[config.mk]
export PLATFORM = sky130hd
export DESIGN_NAME = ivpm_top
export DESIGN_NICKNAME = d
export VERILOG_FILES = /design/src/ivpm_pkg.sv /design/src/ivpm_port_edge.sv /design/src/ivpm_top.sv
export SDC_FILE = /design/constraint.sdc
export NUM_CORES = 1
export LEC_CHECK = 0
export ABC_AREA = 1
export BUFFER_PORTS_ARGS = -buffer_cell sky130_fd_sc_hd__buf_2
export CAP_MARGIN = 25
export CORE_ASPECT_RATIO = 0.6
export CORE_MARGIN = 2
export CORE_UTILIZATION = 30
export CTS_CLUSTER_DIAMETER = 30
export DETAILED_ROUTE_END_ITERATION = 6
export HOLD_SLACK_MARGIN = 0.1
export PLACE_DENSITY = 0.52
export SKIP_LAST_GASP = 1
export SLEW_MARGIN = 20
export SYNTH_ARGS = -nofsm -noshare
export SYNTH_HDL_FRONTEND = slang
export SYNTH_SLANG_ARGS = --single-unit
[constraint.sdc]
create_clock -name core_clk -period 61.8 [get_ports core_clk]
set_input_delay 12.36 -clock core_clk [delete_from_list [all_inputs] [get_ports core_clk]]
set_output_delay 12.36 -clock core_clk [all_outputs]
set_load 0.02 [all_outputs]
[src/ivpm_pkg.sv]
// Package for the interrupt vector priority map: slot addresses, source indices, widths and vector layout.
// Assumes a single core clock domain; all users import the whole package.
package ivpm_pkg;
  localparam int IVPM_NSRC = 24;
  localparam int IVPM_IDX_W = 5;
  localparam int IVPM_ADDR_W = 16;
  localparam int IVPM_VEC_W = 24;
  localparam logic [15:0] IVPM_SLOT_RESET = 16'h0004;
  localparam logic [15:0] IVPM_SLOT_SYSEXC = 16'h0008;
  localparam logic [15:0] IVPM_SLOT_RSVD = 16'h000c;
  localparam logic [15:0] IVPM_SLOT_FIRST = 16'h0010;
  localparam logic [15:0] IVPM_SLOT_STEP = 16'h0004;
  localparam logic [15:0] IVPM_SLOT_NONE = 16'h0000;
  // Source indices in fixed vector order, 0 is highest.
  localparam int IVPM_SRC_TMR2 = 0;
  localparam int IVPM_SRC_ADC0 = 7;
  localparam int IVPM_SRC_PAD7 = 8;
  localparam int IVPM_SRC_PAD0 = 15;
  localparam int IVPM_SRC_PWM = 16;
  localparam int IVPM_SRC_PWMF = 19;
  localparam int IVPM_SRC_PC3 = 20;
  localparam int IVPM_SRC_DMA3 = 20;
  localparam int IVPM_SRC_DMA0 = 23;
  // Vector byte positions inside a four-byte entry.
  localparam int IVPM_VB_HI = 1;
  localparam int IVPM_VB_MID = 2;
  localparam int IVPM_VB_LO = 3;
  localparam logic [1:0] IVPM_LVL_NONE = 2'h0;

  typedef struct packed {
    logic valid;
    logic [15:0] slot;
    logic [1:0] level;
  } ivpm_sel_s;

  typedef struct packed {
    logic [7:0] unused;
    logic [7:0] hi;
    logic [7:0] mid;
    logic [7:0] lo;
  } ivpm_entry_s;
endpackage : ivpm_pkg

[src/ivpm_port_edge.sv]
// Edge detector for one port interrupt bit: synchronises a pin and flags the chosen edge.
// Assumes pin inputs are asynchronous to core_clk.
`timescale 1ns/1ps
module ivpm_port_edge
  import ivpm_pkg::*;
(
  input wire logic core_clk,
  input wire logic srst,
  input wire logic pin_async,
  input wire logic dual_edge,
  input wire logic rise_sel,
  output logic edge_pulse
);
  logic sync1_reg;
  logic sync2_reg;
  logic prev_reg;

  // Two-stage synchroniser and history flop run through reset, so they hold the pin's idle level when it lifts.
  always_ff @(posedge core_clk) begin
    sync1_reg <= pin_async;
    sync2_reg <= sync1_reg;
    prev_reg <= sync2_reg;
  end

  // Reset masks the output; dual-edge mode flags any change; otherwise 1 picks rising and 0 falling.
  always_comb begin
    if (srst) begin
      edge_pulse = 1'b0;
    end else if (dual_edge) begin
      edge_pulse = sync2_reg ^ prev_reg;
    end else if (rise_sel) begin
      edge_pulse = sync2_reg & ~prev_reg;
    end else begin
      edge_pulse = ~sync2_reg & prev_reg;
    end
  end
endmodule : ivpm_port_edge

[src/ivpm_top.sv]
// Interrupt vector priority map: latches source requests, ranks them and presents the winning slot.
// Assumes peripheral requests are one-cycle pulses on core_clk; pins are asynchronous.
// Contract
// - Reset uses slot 0004H and system exceptions 0008H, both above all peripherals; 000CH is reserved and fixed.
// - Timer 2, Timer 1, Timer 0, UART0 rx, UART0 tx, I2C, SPI, ADC0 rank in that order at 0010H to 002CH.
// - Slot 0030H serves the port A or D bit 7 edge or both comparator edges, chosen by the mux configuration.
// - Slots 0034H to 0048H serve port A or D bits 6 to 1 in descending order on one selectable edge each.
// - Slot 004CH serves the port A or D bit 0 edge or the on-chip debugger interrupt.
// - PWM timer at 0050H, UART1 rx, UART1 tx, then PWM fault at 005CH follow, each with programmable priority.
// - Slots 0060H to 006CH serve port C bits 3 to 0 on both edges or DMA channels 3 to 0.
// - A vector entry leaves byte 0 unused and carries address bits 23:16, 15:8, 7:0 in bytes 1, 2, 3.
// - A higher priority level always wins; fixed order decides only within one level.
// - Edge select 0 means falling and 1 rising; source select 0 means port A and 1 port D.
// - Comparator route 1 feeds slot 7 and debugger route 1 feeds slot 0; 0 keeps the pin.
// - Port C mux 0 selects the DMA channel and 1 the port C pin.
`timescale 1ns/1ps
module ivpm_top
  import ivpm_pkg::*;
#(
  parameter int NSRC = IVPM_NSRC
) (
  input wire logic core_clk,
  input wire logic srst,
  input wire logic reset_req,
  input wire logic sysexc_req,
  input wire logic [7:0] periph_req,
  input wire logic [3:0] late_req,
  input wire logic comparator_async,
  input wire logic debug_req,
  input wire logic [7:0] port_a_async,
  input wire logic [7:0] port_d_async,
  input wire logic [3:0] port_c_async,
  input wire logic [3:0] dma_req,
  input wire logic [7:0] port_irq_edge_select,
  input wire logic [7:0] port_a_or_d_source_select,
  input wire logic comparator_irq_route,
  input wire logic debugger_irq_route,
  input wire logic [3:0] port_c_or_dma_source_select,
  input wire logic [2*NSRC-1:0] src_level,
  input wire logic [NSRC-1:0] ack_clear,
  input wire logic [23:0] vec_addr_in,
  output ivpm_sel_s sel_out,
  output logic [NSRC-1:0] pending_out,
  output ivpm_entry_s entry_out
);
  logic [7:0] pa_edge;
  logic [7:0] pd_edge;
  logic [3:0] pc_edge;
  logic cmp_edge;
  logic [NSRC-1:0] req_now;
  logic [NSRC-1:0] pend_reg;
  logic [NSRC-1:0] pend_next;
  ivpm_sel_s sel_reg;
  ivpm_sel_s sel_next;
  ivpm_entry_s entry_reg;

  // One edge detector per port A, port D and port C bit, plus the comparator.
  genvar g;
  generate
    for (g = 0; g < 8; g++) begin : g_pad
      ivpm_port_edge u_pa (
        .core_clk(core_clk), .srst(srst), .pin_async(port_a_async[g]),
        .dual_edge(1'b0), .rise_sel(port_irq_edge_select[g]), .edge_pulse(pa_edge[g])
      );
      ivpm_port_edge u_pd (
        .core_clk(core_clk), .srst(srst), .pin_async(port_d_async[g]),
        .dual_edge(1'b0), .rise_sel(port_irq_edge_select[g]), .edge_pulse(pd_edge[g])
      );
    end
    for (g = 0; g < 4; g++) begin : g_pc
      ivpm_port_edge u_pc (
        .core_clk(core_clk), .srst(srst), .pin_async(port_c_async[g]),
        .dual_edge(1'b1), .rise_sel(1'b0), .edge_pulse(pc_edge[g])
      );
    end
  endgenerate

  ivpm_port_edge u_cmp (
    .core_clk(core_clk), .srst(srst), .pin_async(comparator_async),
    .dual_edge(1'b1), .rise_sel(1'b0), .edge_pulse(cmp_edge)
  );

  // Map every source onto its index in fixed vector order.
  always_comb begin
    req_now = '0;
    req_now[IVPM_SRC_ADC0:IVPM_SRC_TMR2] = periph_req;
    for (int b = 0; b < 8; b++) begin
      req_now[IVPM_SRC_PAD0 - b] = port_a_or_d_source_select[b] ? pd_edge[b] : pa_edge[b];
    end
    if (comparator_irq_route) begin
      req_now[IVPM_SRC_PAD7] = cmp_edge;
    end
    if (debugger_irq_route) begin
      req_now[IVPM_SRC_PAD0] = debug_req;
    end
    req_now[IVPM_SRC_PWMF:IVPM_SRC_PWM] = {late_req[0], late_req[1], late_req[2], late_req[3]};
    for (int c = 0; c < 4; c++) begin
      req_now[IVPM_SRC_DMA0 - c] = port_c_or_dma_source_select[c] ? pc_edge[c] : dma_req[c];
    end
  end

  // Pending flags: a new request in the cycle of its acknowledge wins over the clear.
  always_comb begin
    pend_next = (pend_reg & ~ack_clear) | req_now;
  end

  always_ff @(posedge core_clk) begin
    if (srst) begin
      pend_reg <= '0;
    end else begin
      pend_reg <= pend_next;
    end
  end

  // Rank by level first, then by vector order; reset and exceptions always above.
  always_comb begin
    logic [1:0] best_lvl;
    int best_idx;
    best_lvl = IVPM_LVL_NONE;
    best_idx = 0;
    sel_next = '0;
    for (int i = NSRC - 1; i >= 0; i--) begin
      if (pend_reg[i] && src_level[2*i +: 2] != IVPM_LVL_NONE && src_level[2*i +: 2] >= best_lvl) begin
        best_lvl = src_level[2*i +: 2];
        best_idx = i;
      end
    end
    if (reset_req) begin
      sel_next.valid = 1'b1;
      sel_next.slot = IVPM_SLOT_RESET;
      sel_next.level = IVPM_LVL_NONE;
    end else if (sysexc_req) begin
      sel_next.valid = 1'b1;
      sel_next.slot = IVPM_SLOT_SYSEXC;
      sel_next.level = IVPM_LVL_NONE;
    end else if (best_lvl != IVPM_LVL_NONE) begin
      sel_next.valid = 1'b1;
      sel_next.slot = IVPM_SLOT_FIRST + 16'(best_idx) * IVPM_SLOT_STEP;
      sel_next.level = best_lvl;
    end else begin
      sel_next.slot = IVPM_SLOT_NONE;
    end
  end

  // Selection register refreshed on every clock.
  always_ff @(posedge core_clk) begin
    if (srst) begin
      sel_reg <= '0;
    end else begin
      sel_reg <= sel_next;
    end
  end

  // Vector entry layout for the fetched service routine address.
  always_ff @(posedge core_clk) begin
    if (srst) begin
      entry_reg <= '0;
    end else begin
      entry_reg.unused <= 8'h00;
      entry_reg.hi <= vec_addr_in[23:16];
      entry_reg.mid <= vec_addr_in[15:8];
      entry_reg.lo <= vec_addr_in[7:0];
    end
  end

  // Registered results drive the outputs directly.
  assign sel_out = sel_reg;
  assign pending_out = pend_reg;
  assign entry_out = entry_reg;

  // Reset and exception slots win on the next clock, and the reserved slot never shows.
  a_reset_slot: assert property (@(posedge core_clk) disable iff (srst)
    reset_req |=> sel_out.valid && sel_out.slot == 16'h0004) else $error("reset slot wrong");
  a_exc_slot: assert property (@(posedge core_clk) disable iff (srst)
    !reset_req && sysexc_req |=> sel_out.slot == 16'h0008) else $error("exception slot wrong");
  a_never_rsvd: assert property (@(posedge core_clk) disable iff (srst)
    sel_out.slot != 16'h000c) else $error("reserved slot chosen");
  // Ranked slots stay inside the peripheral range and always carry a live level.
  a_slot_range: assert property (@(posedge core_clk) disable iff (srst)
    sel_out.valid && sel_out.level != 2'h0 |-> sel_out.slot >= 16'h0010 && sel_out.slot <= 16'h006c)
    else $error("slot out of range");
  a_sel_level: assert property (@(posedge core_clk) disable iff (srst)
    sel_out.valid && sel_out.slot >= 16'h0010 |-> sel_out.level != 2'h0)
    else $error("peripheral slot without level");
  a_idle_none: assert property (@(posedge core_clk) disable iff (srst)
    !reset_req && !sysexc_req && pend_reg == '0 |=> !sel_out.valid) else $error("spurious selection");
  // The level decides first; vector order breaks ties only within one level.
  a_top_wins: assert property (@(posedge core_clk) disable iff (srst)
    !reset_req && !sysexc_req && pend_reg[0] && src_level[1:0] == 2'h3 |=> sel_out.slot == 16'h0010)
    else $error("timer 2 at level 3 lost");
  a_level_max: assert property (@(posedge core_clk) disable iff (srst)
    !reset_req && !sysexc_req && pend_reg[NSRC-1] && src_level[2*NSRC-1 -: 2] == 2'h3
    |=> sel_out.level == 2'h3) else $error("lower level won");
  // Each request lands on its own index, and a new request beats its own clear.
  a_set_wins: assert property (@(posedge core_clk) disable iff (srst)
    req_now[0] && ack_clear[0] |=> pending_out[0]) else $error("request lost on clear");
  a_dma_path: assert property (@(posedge core_clk) disable iff (srst)
    !port_c_or_dma_source_select[0] && dma_req[0] |=> pending_out[IVPM_SRC_DMA0])
    else $error("dma 0 not latched");
  a_adc_path: assert property (@(posedge core_clk) disable iff (srst)
    periph_req[7] |=> pending_out[IVPM_SRC_ADC0]) else $error("adc request not latched");
  a_pwm_timer: assert property (@(posedge core_clk) disable iff (srst)
    late_req[3] |=> pending_out[IVPM_SRC_PWM]) else $error("pwm timer request not latched");
  a_pwm_fault: assert property (@(posedge core_clk) disable iff (srst)
    late_req[0] |=> pending_out[IVPM_SRC_PWMF]) else $error("pwm fault request not latched");
  a_pad_rise: assert property (@(posedge core_clk) disable iff (srst)
    !port_a_or_d_source_select[6] && port_irq_edge_select[6] && pa_edge[6] |=> pending_out[IVPM_SRC_PAD0 - 6])
    else $error("port bit 6 rising edge lost");
  a_pad_fall: assert property (@(posedge core_clk) disable iff (srst)
    port_a_or_d_source_select[1] && !port_irq_edge_select[1] && pd_edge[1] |=> pending_out[IVPM_SRC_PAD0 - 1])
    else $error("port bit 1 falling edge lost");
  a_cmp_route: assert property (@(posedge core_clk) disable iff (srst)
    comparator_irq_route && cmp_edge |=> pending_out[IVPM_SRC_PAD7]) else $error("comparator edge not routed");
  a_dbg_route: assert property (@(posedge core_clk) disable iff (srst)
    debugger_irq_route && debug_req |=> pending_out[IVPM_SRC_PAD0]) else $error("debugger request not routed");
  a_pc_pin: assert property (@(posedge core_clk) disable iff (srst)
    port_c_or_dma_source_select[3] && pc_edge[3] |=> pending_out[IVPM_SRC_PC3])
    else $error("port c pin 3 edge lost");
  // Vector entry bytes follow the fetched address one cycle later.
  a_entry_map: assert property (@(posedge core_clk) disable iff (srst)
    1'b1 |=> entry_out.unused == 8'h00 && entry_out.hi == $past(vec_addr_in[23:16])
    && entry_out.mid == $past(vec_addr_in[15:8]) && entry_out.lo == $past(vec_addr_in[7:0]))
    else $error("vector byte layout wrong");
endmodule : ivpm_top

# Word-level counts from Yosys, hierarchy flattened
# Index checks and enable logic that the tools add are counted.
totals:
  ff_bits: 138
  inputBits: 160
  out_inout_bits: 75
  wordCells: 350
op_classes:
  n_addsub: 1
  magnitude_cmp: 24
  muxes: 104
  bitwise_logic: 73
  reduce_logical: 75
ops:
  columns: ["op", "n"]
  rows:
  - ["$mux 14", 23]
  - ["$mux 1", 52]
  - ["$mux 2", 25]
  - ["$reduce_bool 2->1", 25]
  - ["$logic_and 1x1->1", 48]
  - ["$ge 2x2->1", 23]
  - ["$mux 19", 2]
  - ["$not 1->1", 33]
  - ["$and 1x1->1", 32]
  - ["$and 24x24->24", 1]
  - ["$not 24->24", 1]
  - ["$or 24x24->24", 1]
  - ["$add 5x16->16 const A", 1]
  - ["$mux 16", 1]
  - ["$mux 5", 1]
  - ["$xor 1x1->1", 5]
  - ["$reduce_or 4->1", 1]
  - ["$ge 2x1->1 const B", 1]
  - ["$reduce_or 2->1", 1]

# Longest topological paths before layout
logic_depth:
  ltp_word: 77
  depth_mapped: 203
  depth_no_buf: 203

# By module
# Synthesis repeated with hierarchy kept, for this count alone.
hier_totals:
  cells_unflattened: 973
  area_unflattened_um2: 6821.5
modules_own_cells:
  columns: ["mod", "instances", "cells_each", "area_per_inst_um2", "seq_area_each_um2"]
  rows:
  - ["ivpm_top", 1, 658, 4115.2, 1141.1]
  - ["ivpm_port_edge", 21, 15, 128.9, 60.1]

# Least setup slack after synthesis
# OpenSTA, ideal clock, no wires.
synth_path:
  path_type: "input to register"
  start: "input src_level[47]"
  end: "register sel_reg (netlist bit sel_out[8])"
  setup_time_ps: 116
  arrival_time_ps: 31113
  t_required_ps: 61684
  slack_ps: 30572
  stages: 187
  path_buffers: 0
  cell_sequence: "nand2_1 -> ha_1 -> nand2_1 -> nand3_2 -> nand2_2 -> o21ai_0 -> ha_1 -> o21ai_0 -> nand3_1 -> nand3_1 -> nand2_1 -> nand2_1 -> ha_1 -> inv_1 -> a21oi_1 -> o21ai_0 -> inv_1 -> nand2_1 -> (+151 left out) -> nand2_1 -> nor2_1 -> nor2_1 -> nand2_2 -> nand3_2 -> and2_1 -> ha_1 -> o21ai_0 -> nand2_1 -> nand2_1 -> inv_1 -> o21ai_0 -> nand4_1 -> nor2_1 -> o21a_1 -> ha_1 -> xor2_1 -> nor2_1"
synth_via:
  elab_chain_cells: 76
  elab_cells_between_ends: 102
  classes_between: "1 x add/sub; 24 x order compare; 48 x mux; 1 x bitwise; 28 x reduce/logical"
synth_rtl:
  columns: ["element", "line", "source"]
  rows:
  - ["start, declared", "ivpm_top.sv:39", "input wire logic [2*NSRC-1:0] src_level,"]
  - ["branches (longest 76 deep; another with $ge 2x1->1)", null, null]
  - ["end signal, assigned", "ivpm_top.sv:150", "sel_reg <= sel_next;"]
  - ["end, declared", "ivpm_top.sv:53", "ivpm_sel_s sel_reg;"]
# Parallel ways; which one is timed is not known.
# A chain may end at the register's enable or synchronous reset.

# Worst setup path after layout
# Ends and elaborated chain as after synthesis.

==> flow_metrics.tcl <==
set metrics [dict create \
    outcome "complete, no violations" \
    r2r-end "sel_out[8]" \
    boundaryPins 235 \
    grt_pass1_wl_mm 24.0 \
    cp-endpoint "sel_out[8]" \
    rsz0062_at_grt "false" \
    cp_slowest_stage_delay_ps 310 \
    antenna_found_initial 5 \
    die_w_um 182 \
    holdWs_ps 321 \
    drtPass1Iterations 4 \
    drt_wl_total_mm 14.5 \
    dpl_cell_area_um2 6990 \
    worstRegToRegCells 185 \
    clock_latency_ps 410 \
    ys.flop_type "dfxtp_1" \
    dpl.hpwl_mm 11.7 \
    cp.arrival_ps 33300 \
    synth_most_common_cell "nand2_1" \
    leakage_nw 4.32 \
    fin_tns_setup_ps 0 \
    p_per_area_nw_per_um2 30.4 \
    finish.instance_area_um2 7550 \
    crit_path_top_delay_cell "ha_1" \
    n_fill_cell 1957 \
    clk_pin_slew_worst_paths_ps 60 \
    syn_inst 785 \
    crit_type "input port to flip-flop" \
    die-area_um2 20100 \
    ys_top_cells_by_area "dfxtp_1, nand2_1, inv_1" \
    area_growth_pct 32.7 \
    netlist.top_cell.by_area "dfxtp_1" \
    syn_avg_cell_area_um2 7.25 \
    h-tree-depth 4 \
    hold_viol 0 \
    rr_startpoint "pending_out[23]" \
    synth_top_area_frac 0.422 \
    fin_crit_ps 32990 \
    port-buffer-count 216 \
    drive_gt1_frac 0.280 \
    cts_buffer_depth 2 \
    cp-end-kind "flip-flop" \
    synth_cell_type_count 38 \
    setup_viol 0 \
    relSlewSlack 0.375 \
    r2r_setup_slack_ps 40410 \
    ys_warn_count 0 \
    startpoint "src_level[47]" \
    maxCapViolations 0 \
    slew_viol_final 0 \
    num_vias 5156 \
    seq_area_um2 2400 \
    grtUsageTotal 0.151 \
    crit_fanout 5 \
    row_count 38 \
    tightestPinTransition_ps 937 \
    antenna_left 0 \
    drc 0 \
    viasPerCell 4.06 \
    initial_core_util 0.311 \
    worst_ep_required_time_ps 62110 \
    hold_class "flip-flop to flip-flop" \
    ys_seq_area_frac 0.422 \
    cts_inserted_buffers 17 \
    cts_tree "done" \
    ys_seq_elements 120 \
    synth_commonest_cells "nand2_1, inv_1, dfxtp_1" \
    ctsHoldBuffers 0 \
    syn_area_um2 5690 \
    critPathMostFrequentCell "nand2_1" \
    drt_iter0_drc 211 \
    postCtsSetupBuffers 0 \
    post_cts_resized 0 \
    max-vdd-ir-drop_mv 0.0242 \
    wl_per_cell_um 11.4 \
    clockRootBuffer "clkbuf_16" \
    multi_input_area_um2 2600 \
    start_kind "input port" \
    dieHeight_um 111 \
    gp_congestion 0.792 \
    fin_skew_ps 8.15 \
    grt_overflow 0 \
    fin_crit_sh 0.534 \
    coreArea_um2 18300 \
    nets 1201 \
    async_flop_share 0 \
    grt_max_degree 44 \
    synth_edf_count 0 \
    clock.fmax_mhz 30.3 \
    grt_pass1_vias 4897 \
    cts.sinks 120 \
]
## routing by layer
metal	share of wire	vias up	GRT usage
met1	0.54	2157	0.215
met5	0.0019	-	0
met2	0.39	116	0.212
li1	-	2867	-
met3	0.069	12	0.0578
met4	0.0054	4	0.0374
## worst min-delay path by stage
stage / from / endpoint / slack (ps) / cells after the start
finish: g_pc[3].u_pc.sync1_reg / g_pc[3].u_pc.sync2_reg / 320 / 0
global route: g_pad[2].u_pd.sync1_reg / g_pad[2].u_pd.sync2_reg / 330 / 0
CTS: g_pc[3].u_pc.sync1_reg / g_pc[3].u_pc.sync2_reg / 320 / 0
detailed placement: g_pad[2].u_pd.sync1_reg / g_pad[2].u_pd.sync2_reg / 310 / 0
global placement: g_pad[4].u_pd.sync1_reg / g_pad[4].u_pd.sync2_reg / 310 / 0
floorplan: g_pad[0].u_pa.sync1_reg / g_pad[0].u_pa.sync2_reg / 310 / 0
## kinds of logic (layout without fill, tap and decap cells)
family,Yosys count,count (layout),synth area share
buffers and inverters,184,408,0.133
AO/OA/AOI/OAI,110,110,0.122
XOR/XNOR,3,3,0.00462
flip-flops,120,120,0.422
adder cells (fa/ha/maj),26,26,0.0572
AND/OR/NAND/NOR,341,341,0.260
other,1,21,0.000659
## cell usage in the layout, fill, tap and decap left out, types with 3 or more instances in the layout
cell | Yosys | layout
a21o_1 | 4 | 4
a21oi_1 | 37 | 37
a21oi_2 | 8 | 8
a31oi_1 | 4 | 4
and2_1 | 10 | 10
buf_2 | 0 | 216
clkbuf_16 | 0 | 17
clkinv_2 | 0 | 3
clkinvlp_4 | 0 | 3
conb_1 | 1 | 19
dfxtp_1 | 120 | 120
ha_1 | 26 | 26
inv_1 | 156 | 156
inv_2 | 4 | 4
inv_6 | 0 | 4
nand2_1 | 165 | 165
nand2_2 | 9 | 9
nand3_1 | 49 | 49
nand3_2 | 4 | 4
nand3b_1 | 6 | 6
nor2_1 | 85 | 85
nor2_2 | 3 | 3
o21ai_0 | 38 | 38
o21ai_2 | 3 | 3
o221ai_1 | 6 | 6
or2_2 | 4 | 4
xor2_1 | 3 | 3
## critical path, delay by kind of cell
kind	cells	cell delay, ps
compound gates	13	1930
xor+xnor	1	130
fa+ha+maj	24	6200
simple gates	118	10960
buf+inv	30	1630
## through the flow
stage | utilization | worst slack [ps] | std cells | power, W
2_1_floorplan | - | 30570 | 803 | 0.000122
3_3_place_gp | 0.382 | 28710 | 1236 | 0.000137
3_5_place_dp | 0.382 | 28470 | 1236 | 0.000137
4_1_cts | 0.412 | 28760 | 1267 | 0.000234
5_1_grt | 0.412 | 25710 | 1268 | 0.000246
6_report | 0.412 | 28810 | 1269 | 0.000230
## report_power, final
part	switching [W]	leakage [nW]	internal [W]	total (W)
Clock	0.0000380	0.269	0.0000565	0.0000944
Combinational	0.0000306	3.05	0.0000202	0.0000507
Sequential	0.00000232	1.01	0.0000821	0.0000844
## layout make-up
type	instances	share of cell area
clock buffers	18	0.0582
flip-flops and latches	120	0.318
multi-input cells	499	0.344
clock inverters	13	0.0159
well taps	240	0.0398
diodes	2	0.000663
repair buffers	216	0.143
inverters	161	0.0800
Power figures use the tool's default switching activity.
